===== config.mk =====
export PLATFORM = sky130hd
export DESIGN_NAME = nacvs_host_flat
export DESIGN_NICKNAME = d
export VERILOG_FILES = /design/src/core/nacvs_pkg.sv /design/src/core/nacvs_link_if.sv /design/src/core/nacvs_host.sv /design/src/flat_wrapper.sv
export SDC_FILE = /design/constraint.sdc
export NUM_CORES = 1
export LEC_CHECK = 0
export ABC_AREA = 1
export BUFFER_PORTS_ARGS = -buffer_cell sky130_fd_sc_hd__buf_2
export CAP_MARGIN = 20
export CORE_UTILIZATION = 53
export CTS_CLUSTER_SIZE = 8
export DETAILED_ROUTE_END_ITERATION = 8
export PLACE_DENSITY = 0.72
export SETUP_SLACK_MARGIN = 0.4
export SYNTH_ARGS = -nofsm -noshare
export SYNTH_HDL_FRONTEND = slang
export SYNTH_SLANG_ARGS = --single-unit
export TNS_END_PERCENT = 50

===== constraint.sdc =====
create_clock -name clk -period 2.3 [get_ports clk]
set_input_delay 0.115 -clock clk [delete_from_list [all_inputs] [get_ports clk]]
set_output_delay 0.115 -clock clk [all_outputs]
set_load 0.1 [all_outputs]

===== src/core/nacvs_pkg.sv =====
// Purpose: Shared constants and types for the address change and volume select logic.
// Assumes: 25 MHz clock; two LUNs per target; one byte per link strobe.
// Notes: Least times round up to whole clock cycles.
package nacvs_pkg;
  localparam int CLK_MHZ = 25;
  localparam int T_CCS_NS = 300;
  localparam int T_CEH_NS = 20;
  localparam int T_VDLY_NS = 50;
  localparam int T_CEVDLY_NS = 50;
  localparam int CCS_CYC = (T_CCS_NS * CLK_MHZ + 999) / 1000;
  localparam int CEH_CYC = (T_CEH_NS * CLK_MHZ + 999) / 1000;
  localparam int VDLY_CYC = (T_VDLY_NS * CLK_MHZ + 999) / 1000;
  localparam int CEVDLY_CYC = (T_CEVDLY_NS * CLK_MHZ + 999) / 1000;

  localparam logic [7:0] OP_READ = 8'h00;
  localparam logic [7:0] OP_READ_GO = 8'h30;
  localparam logic [7:0] OP_JOINT = 8'h05;
  localparam logic [7:0] OP_COL_GO = 8'he0;
  localparam logic [7:0] OP_ENH_RD = 8'h06;
  localparam logic [7:0] OP_PROG = 8'h80;
  localparam logic [7:0] OP_CHG_WR = 8'h85;
  localparam logic [7:0] OP_PROG_GO = 8'h10;
  localparam logic [7:0] OP_STAT_ENH = 8'h78;
  localparam logic [7:0] OP_RESET = 8'hff;
  localparam logic [7:0] OP_VOL_SEL = 8'he1;

  localparam int LUN_N = 2;
  localparam int LUN_BIT = 23;
  localparam int PLANE_BIT = 6;
  localparam logic [LUN_N-1:0] LUN_ONE = 2'h1;
  localparam int VOL_W = 4;
  localparam logic [3:0] VOL_RSVD = 4'h0;
  localparam logic [2:0] NONE_N = 3'h0;
  localparam logic [2:0] VOL_N = 3'h1;
  localparam logic [2:0] COL_N = 3'h2;
  localparam logic [2:0] ROW_N = 3'h3;
  localparam logic [2:0] FULL_N = 3'h5;
  localparam logic [1:0] SRC_FULL = 2'h0;
  localparam logic [1:0] SRC_COL = 2'h1;
  localparam logic [1:0] SRC_ROW = 2'h2;
  localparam logic [7:0] RD_TMO = 8'h03;

  typedef enum logic [3:0] {
    H_READ, H_ENH, H_JOINT, H_WCOL, H_WROW, H_PROG, H_PGO,
    H_WDATA, H_RDATA, H_VOL, H_RESET
  } nacvs_op_t;

  typedef enum logic [2:0] {
    VS_SEL = 3'b001,
    VS_DESEL = 3'b010,
    VS_SNIFF = 3'b100
  } nacvs_vol_t;
endpackage : nacvs_pkg


===== src/core/nacvs_link_if.sv =====
// Purpose: Link between the host controller and the target, one strobe per cycle.
// Assumes: Single clock; host owns chip enable and the latch strobes.
// Notes: Data from the target is valid in the cycle its enable is high.
`timescale 1ns/1ps
interface nacvs_link_if (
  input wire logic clk,
  input wire logic rst_b
);
  logic ce_b;
  logic cle;
  logic ale;
  logic we;
  logic re;
  logic [7:0] dq_h;
  logic [7:0] dq_d;
  logic dq_d_oe;

  modport host (
    output ce_b,
    output cle,
    output ale,
    output we,
    output re,
    output dq_h,
    input dq_d,
    input dq_d_oe
  );

  modport target (
    input ce_b,
    input cle,
    input ale,
    input we,
    input re,
    input dq_h,
    output dq_d,
    output dq_d_oe
  );
endinterface : nacvs_link_if


===== src/core/nacvs_host.sv =====
// Purpose: Host end: turns requests into command, address and data strobes.
// Assumes: Link runs at single rate only, so volume select needs no mode change.
// Notes: Enhanced column change is always followed by status enhanced.
`timescale 1ns/1ps
module nacvs_host (
  input wire logic clk,
  input wire logic rst_b,
  nacvs_link_if.host link,
  input wire logic enh_supported,
  input wire logic req_valid,
  input wire nacvs_pkg::nacvs_op_t req_op,
  input wire logic [15:0] req_col,
  input wire logic [23:0] req_row,
  input wire logic [7:0] req_data,
  output logic req_ready,
  output logic rsp_valid,
  output logic rsp_err,
  output logic [7:0] rsp_data
);
  typedef enum logic [6:0] {
    S_IDLE = 7'h01,
    S_GAP = 7'h02,
    S_CEH = 7'h04,
    S_CMD = 7'h08,
    S_ADR = 7'h10,
    S_RD = 7'h20,
    S_WAIT = 7'h40
  } nacvs_hst_t;

  typedef struct packed {
    nacvs_hst_t st;
    logic ce_b;
    logic cle;
    logic ale;
    logic we;
    logic re;
    logic [7:0] dq;
    logic [3:0][7:0] cmds;
    logic [3:0][2:0] nad;
    logic [3:0][1:0] src;
    logic [1:0] ph;
    logic [1:0] last;
    logic [2:0] n;
    logic [39:0] sh;
    logic [15:0] col;
    logic [23:0] row;
    logic [23:0] prow;
    logic [7:0] wt;
    logic [7:0] post;
    logic [7:0] age;
    logic isvol;
    logic tgt;
    logic rdy;
    logic rv;
    logic err;
    logic [7:0] rd;
  } nacvs_h_t;

  nacvs_h_t q;
  nacvs_h_t next_q;
  logic done;

  always_comb
  begin
    next_q = q;
    done = 1'b0;
    next_q.cle = 1'b0;
    next_q.ale = 1'b0;
    next_q.we = 1'b0;
    next_q.re = 1'b0;
    next_q.rv = 1'b0;
    next_q.err = 1'b0;
    if (q.age != 8'hff)
      next_q.age = q.age + 8'h01;
    unique case (q.st)
      S_IDLE:
      begin
        if (req_valid && q.rdy)
        begin
          next_q.rdy = 1'b0;
          next_q.col = req_col;
          next_q.row = req_row;
          next_q.ph = 2'h0;
          next_q.last = 2'h0;
          next_q.post = 8'h00;
          next_q.isvol = 1'b0;
          next_q.tgt = 1'b0;
          next_q.st = S_CMD;
          next_q.src = {4{nacvs_pkg::SRC_FULL}};
          next_q.nad = {4{nacvs_pkg::NONE_N}};
          unique case (req_op)
            nacvs_pkg::H_READ:
            begin
              next_q.cmds = {16'h0000, nacvs_pkg::OP_READ_GO, nacvs_pkg::OP_READ};
              next_q.nad[0] = nacvs_pkg::FULL_N;
              next_q.last = 2'h1;
            end
            nacvs_pkg::H_ENH, nacvs_pkg::H_JOINT:
            begin
              if (!enh_supported || q.tgt)
              begin
                next_q.st = S_IDLE;
                next_q.rdy = 1'b1;
                next_q.rv = 1'b1;
                next_q.err = 1'b1;
              end
              else if (req_op == nacvs_pkg::H_ENH)
              begin
                next_q.cmds = {8'h00, nacvs_pkg::OP_STAT_ENH, nacvs_pkg::OP_COL_GO,
                  nacvs_pkg::OP_ENH_RD};
                next_q.nad = {nacvs_pkg::NONE_N, nacvs_pkg::ROW_N, nacvs_pkg::NONE_N,
                  nacvs_pkg::FULL_N};
                next_q.src[2] = nacvs_pkg::SRC_ROW;
                next_q.last = 2'h2;
                next_q.post = 8'(nacvs_pkg::CCS_CYC);
              end
              else
              begin
                next_q.cmds = {nacvs_pkg::OP_STAT_ENH, nacvs_pkg::OP_COL_GO,
                  nacvs_pkg::OP_JOINT, nacvs_pkg::OP_READ};
                next_q.nad = {nacvs_pkg::ROW_N, nacvs_pkg::NONE_N, nacvs_pkg::COL_N,
                  nacvs_pkg::FULL_N};
                next_q.src[1] = nacvs_pkg::SRC_COL;
                next_q.src[3] = nacvs_pkg::SRC_ROW;
                next_q.last = 2'h3;
                next_q.post = 8'(nacvs_pkg::CCS_CYC);
              end
            end
            nacvs_pkg::H_WCOL, nacvs_pkg::H_WROW:
            begin
              next_q.cmds = {24'h000000, nacvs_pkg::OP_CHG_WR};
              next_q.post = 8'(nacvs_pkg::CCS_CYC);
              next_q.nad[0] = nacvs_pkg::COL_N;
              next_q.src[0] = nacvs_pkg::SRC_COL;
              if (req_op == nacvs_pkg::H_WROW)
              begin
                next_q.nad[0] = nacvs_pkg::FULL_N;
                next_q.src[0] = nacvs_pkg::SRC_FULL;
                next_q.row[nacvs_pkg::LUN_BIT] = q.prow[nacvs_pkg::LUN_BIT];
                next_q.row[nacvs_pkg::PLANE_BIT] = q.prow[nacvs_pkg::PLANE_BIT];
              end
            end
            nacvs_pkg::H_PROG:
            begin
              next_q.cmds = {24'h000000, nacvs_pkg::OP_PROG};
              next_q.nad[0] = nacvs_pkg::FULL_N;
              next_q.prow = req_row;
            end
            nacvs_pkg::H_PGO:
              next_q.cmds = {24'h000000, nacvs_pkg::OP_PROG_GO};
            nacvs_pkg::H_VOL:
            begin
              next_q.cmds = {24'h000000, nacvs_pkg::OP_VOL_SEL};
              next_q.nad[0] = nacvs_pkg::VOL_N;
              next_q.src[0] = nacvs_pkg::SRC_COL;
              next_q.col = {8'h00, nacvs_pkg::VOL_RSVD, req_data[3:0]};
              next_q.post = 8'(nacvs_pkg::VDLY_CYC);
              next_q.isvol = 1'b1;
              next_q.tgt = 1'b1;
              next_q.st = S_GAP;
            end
            nacvs_pkg::H_RESET:
            begin
              next_q.cmds = {24'h000000, nacvs_pkg::OP_RESET};
              next_q.tgt = 1'b1;
            end
            nacvs_pkg::H_WDATA:
            begin
              next_q.we = 1'b1;
              next_q.dq = req_data;
              next_q.wt = 8'h00;
              next_q.st = S_WAIT;
            end
            nacvs_pkg::H_RDATA:
            begin
              next_q.re = 1'b1;
              next_q.wt = nacvs_pkg::RD_TMO;
              next_q.st = S_RD;
            end
          endcase
        end
      end
      S_GAP:
      begin
        // Raising chip enable too early could abort the previous selection
        if (q.age >= 8'(nacvs_pkg::CEVDLY_CYC))
        begin
          next_q.ce_b = 1'b1;
          next_q.wt = 8'(nacvs_pkg::CEH_CYC);
          next_q.st = S_CEH;
        end
      end
      S_CEH:
      begin
        next_q.wt = q.wt - 8'h01;
        if (q.wt <= 8'h01)
        begin
          next_q.ce_b = 1'b0;
          next_q.st = S_CMD;
        end
      end
      S_CMD:
      begin
        next_q.cle = 1'b1;
        next_q.dq = q.cmds[q.ph];
        next_q.n = q.nad[q.ph];
        unique case (q.src[q.ph])
          nacvs_pkg::SRC_COL: next_q.sh = {24'h000000, q.col};
          nacvs_pkg::SRC_ROW: next_q.sh = {16'h0000, q.row};
          default: next_q.sh = {q.row, q.col};
        endcase
        if (q.nad[q.ph] != nacvs_pkg::NONE_N)
          next_q.st = S_ADR;
        else if (q.ph == q.last)
          done = 1'b1;
        else
          next_q.ph = q.ph + 2'h1;
      end
      S_ADR:
      begin
        next_q.ale = 1'b1;
        next_q.dq = q.sh[7:0];
        next_q.sh = {8'h00, q.sh[39:8]};
        next_q.n = q.n - 3'h1;
        if (q.n == 3'h1)
        begin
          if (q.ph == q.last)
            done = 1'b1;
          else
          begin
            next_q.ph = q.ph + 2'h1;
            next_q.st = S_CMD;
          end
        end
      end
      S_RD:
      begin
        next_q.wt = q.wt - 8'h01;
        if (link.dq_d_oe || (q.wt == 8'h00))
        begin
          next_q.rd = link.dq_d;
          next_q.err = ~link.dq_d_oe;
          next_q.rv = 1'b1;
          next_q.rdy = 1'b1;
          next_q.st = S_IDLE;
        end
      end
      S_WAIT:
      begin
        next_q.wt = q.wt - 8'h01;
        if (q.wt == 8'h00)
        begin
          next_q.rv = 1'b1;
          next_q.rdy = 1'b1;
          next_q.st = S_IDLE;
        end
      end
      default:
        next_q.st = S_IDLE;
    endcase
    if (done)
    begin
      next_q.wt = q.post;
      next_q.st = S_WAIT;
      if (q.isvol)
        next_q.age = 8'h00;
    end
  end

  always_ff @(posedge clk or negedge rst_b)
  begin
    if (!rst_b)
    begin
      q <= '0;
      q.st <= S_IDLE;
      q.rdy <= 1'b1;
      q.age <= 8'hff;
    end
    else
      q <= next_q;
  end

  assign link.ce_b = q.ce_b;
  assign link.cle = q.cle;
  assign link.ale = q.ale;
  assign link.we = q.we;
  assign link.re = q.re;
  assign link.dq_h = q.dq;
  assign req_ready = q.rdy;
  assign rsp_valid = q.rv;
  assign rsp_err = q.err;
  assign rsp_data = q.rd;
endmodule : nacvs_host


===== src/flat_wrapper.sv =====
// flat-port wrapper written by rule: the top's interface ports become plain ports
module nacvs_host_flat 
  (clk, rst_b, enh_supported, req_valid, req_op, req_col, req_row, req_data, req_ready, rsp_valid, rsp_err, rsp_data, link_ce_b, link_cle, link_ale, link_we, link_re, link_dq_h, link_dq_d, link_dq_d_oe);
  nacvs_link_if link_i (.clk(clk), .rst_b(rst_b));
  input wire logic clk;
  input wire logic rst_b;
  input wire logic enh_supported;
  input wire logic req_valid;
  input wire nacvs_pkg::nacvs_op_t req_op;
  input wire logic [15:0] req_col;
  input wire logic [23:0] req_row;
  input wire logic [7:0] req_data;
  output logic req_ready;
  output logic rsp_valid;
  output logic rsp_err;
  output logic [7:0] rsp_data;
  output wire logic [$bits(link_i.ce_b)-1:0] link_ce_b;
  output wire logic [$bits(link_i.cle)-1:0] link_cle;
  output wire logic [$bits(link_i.ale)-1:0] link_ale;
  output wire logic [$bits(link_i.we)-1:0] link_we;
  output wire logic [$bits(link_i.re)-1:0] link_re;
  output wire logic [$bits(link_i.dq_h)-1:0] link_dq_h;
  input wire logic [$bits(link_i.dq_d)-1:0] link_dq_d;
  input wire logic [$bits(link_i.dq_d_oe)-1:0] link_dq_d_oe;
  assign link_ce_b = link_i.ce_b;
  assign link_cle = link_i.cle;
  assign link_ale = link_i.ale;
  assign link_we = link_i.we;
  assign link_re = link_i.re;
  assign link_dq_h = link_i.dq_h;
  assign link_i.dq_d = link_dq_d;
  assign link_i.dq_d_oe = link_dq_d_oe;
  nacvs_host u_core (.clk(clk), .rst_b(rst_b), .link(link_i), .enh_supported(enh_supported), .req_valid(req_valid), .req_op(req_op), .req_col(req_col), .req_row(req_row), .req_data(req_data), .req_ready(req_ready), .rsp_valid(rsp_valid), .rsp_err(rsp_err), .rsp_data(rsp_data));
endmodule

==> flow_summary.toml <==
[sta]
hold_viol_final = 0
finalCritPeriodShare_pct = 81.9
fin_crit_ns = 1.88
slew_headroom_pct = 66.5
setup_viol = 0
finClkSkew_ns = 0.0112
drv_slew = 0
timing.fmax_mhz = 531
worstMarginPinSlew_ns = 0.502
rsz0062_at_grt = "true"
final.setup.tns_ns = 0

[yosys]
synth_area_um2 = 8030
synth_nets = 1027
synth_cell_types = 43
ys_seq_area_share_pct = 49.1
avgSynthCellArea_um2 = 8.42
synth_seq_cells = 157
syn-instance-count = 954
yosysWarnings = 0

[power_and_ir_drop]
leakagePower_nw = 5.09
power-per-cell-area_nw_per_um2 = 1320
vdd_drop_max_uv = 733
finalPower_mw = 13.5

[place]
hpwl_mm = 13.4
numPortBuffers = 88
gp_congestion = 0.861

[setup_path]
endpoint_kind = "flop"
required_ns = 2.59
cp_top_family = "simple AND/OR/NAND/NOR gates"
crit_buf_inv = 2
cp_cell_sequence = "clkinv_4 -> nor2_4 -> nand2_2 -> nand2_4 -> inv_2 -> ha_4 -> or2_4 -> a22oi_2 -> o221ai_1"
critPathSlowestCell = "dfrtp_2"
worstPathMaxFanout = 8
critical-path-max-stage-delay_ns = 0.43
critPathKind = "reg -> reg"
cp.arrival_ns = 2.17
cp-start-kind = "flop"

[floorplan]
die_x_um = 125
die_h_um = 125
dieArea_um2 = 15700
initial_core_util_pct = 54.9
rows = 44
io_pins = 89
coreArea_um2 = 14600

[grt]
track_usage_pct = 27.2
antenna_found_initial = 0
grt_pass1_wl_mm = 33.5
grt_overflow = 0
grt_max_degree = 53
first_global_vias = 6636

[flow_run]
cap_violations = 0

[detailed_routing]
vias_per_cell = 5.44
ant_nets = 0
post_drt_wl_per_cell_um = 16.0
wirelength_mm = 20.8
drt_iter0_drc = 767
remaining_drc_errors = 20
firstDrtPassIters = 7
via_count = 7083

[clocking]
numCtsBuffers = 17
cts_tree = "done"
cts_buffer_depth = 2
clock-sinks = 157
cts-root-buf = "clkbuf_16"
htreeDepth = 4
clkLatencyLatePin_ns = 0.44
clk_pin_slew_ns = 0.07

[cells_and_area]
top_register = "u_core.q"
diodes = 0
largest_reg_flops = 133
drive_gt1_share_pct = 24.4
area_delta_synth_final_pct = 26.8
layout.nets = 1179

[outcome]
status = "complete, but fails checks"
failed_checks = "DRC"

[worst_hold_path]
hold_class = "in -> reg"
repair_timing:
action | in CTS | in global routing
hold endpoints to repair | 102 | 0
setup buffers | 1 | 22
cloned | 1 | 3
endpoints found under the setup margin | 47 | 87
pin swaps | 1 | 16
gates resized for setup | 7 | 32
hold buffers | 54 | 0
layout make-up:
cell class / instances / area (µm²)
tap: 184 / 230
timing repair buffer: 185 / 1440
clock buffer: 18 / 439
inverter: 95 / 369
sequential: 157 / 3950
multi-input combinational: 650 / 3560
fill: 1122 / 4460
clock inverter: 14 / 204
cell usage in the layout (no fill, tap or decap), types with 6 or more instances in the layout:
master,instances
ha_1,7
nor2_4,11
nand2_2,10
a21oi_1,19
inv_1,76
a22oi_2,16
dfrtp_1,145
a32o_1,7
inv_2,15
nand2_1,279
dfstp_2,9
nand2_4,6
o21ai_1,13
a22oi_1,9
clkbuf_16,20
dlygate4sd3_1,54
mux2_2,8
nand4_1,7
nor3_1,6
nor2_1,77
nand3_1,57
o221ai_1,16
o21ai_0,43
inv_6,6
buf_4,32
o211ai_1,12
buf_2,87
synthesized netlist by cell type, drive strengths merged:
cell,number,area share [%]
o221ai,17,1.9
clkbuf,10,0.47
nor3,6,0.37
a22oi,25,2.3
a221oi,1,0.11
nand2,296,15
dfrtp,147,46
a32o,7,0.87
inv,94,4.4
a31oi,6,0.62
ha,8,1.2
nand3,64,4.6
dfstp,10,3.3
mux2,8,1.1
o211ai,12,1.1
nand4,7,0.55
o22ai,2,0.16
o31ai,5,0.47
nand3b,1,0.093
buf,43,3.7
a21oi,24,1.7
o21ai,57,3.7
xor2,4,0.44
nor2,96,6.1
clkinv,1,0.047
nor4,1,0.078
or2,2,0.16
where the power goes:
| group | internal (mW) | switching [mW] | total [mW] |
|---|---|---|---|
| sequential | 3.89 | 0.893 | 4.78 |
| combinational | 1.90 | 3.72 | 5.62 |
| clock | 1.87 | 1.22 | 3.09 |
| total | 7.66 | 5.83 | 13.5 |
metal layers:
layer	routed length, µm	track usage (%)	vias up
met5	0	0	-
met4	300	7.68	0
met3	1320	5.73	25
met2	9320	40.9	246
met1	9900	39.9	3388
li1	-	-	3424
worst reg2reg max path, stage by stage (launching register included):
cell and delay [ns]:
dfrtp_2 0.43, clkinv_4 0.10, nor2_4 0.11, nand2_2 0.09, nand2_4 0.10, inv_2 0.05
ha_4 0.26, or2_4 0.31, a22oi_2 0.16, o221ai_1 0.13
metrics by stage:
stage	setup slack [ns]	instances	cell area (µm²)	hold slack (ns)	utilization, %
final	0.416	1303	10200	0.0220	69.6
after global routing	0.345	1303	10200	0.0228	69.6
after CTS	0.371	1278	9800	0.0102	67.0
after detailed placement	0.199	1190	8580	0.106	58.6
after global placement	0.279	1190	8580	0.103	58.6
after floorplan	0.154	954	8130	-0.181	-
cells by family (layout without fill, tap and decap cells):
family	count (synthesis)	count (layout)	synth area share, %
fa+ha+maj	8	8	1.25
simple gates	473	474	26.6
compound gates	156	156	12.9
mux	8	8	1.12
xor+xnor	4	4	0.436
buf+inv	148	312	8.61
flops	157	157	49.1
worst paths after layout:
| check | from | end | slack [ns] | cells past startpoint |
|---|---|---|---|---|
| setup reg to reg | u_core.q[147] | u_core.q[115] | 0.42 | 9 |
| setup / recovery | u_core.q[147] | u_core.q[115] | 0.42 | 9 |
| hold / removal | req_col[0] | u_core.q[85] | 0.02 | 3 |
| hold reg to reg | u_core.q[130] | u_core.q[130] | 0.49 | 2 |
| max in group asynchronous | rst_b | u_core.rsp_data[0] | 1.35 | 3 |
| min in group asynchronous | rst_b | u_core.link.ce_b | 0.20 | 2 |
Note: power is estimated with default switching activity, not from simulation.
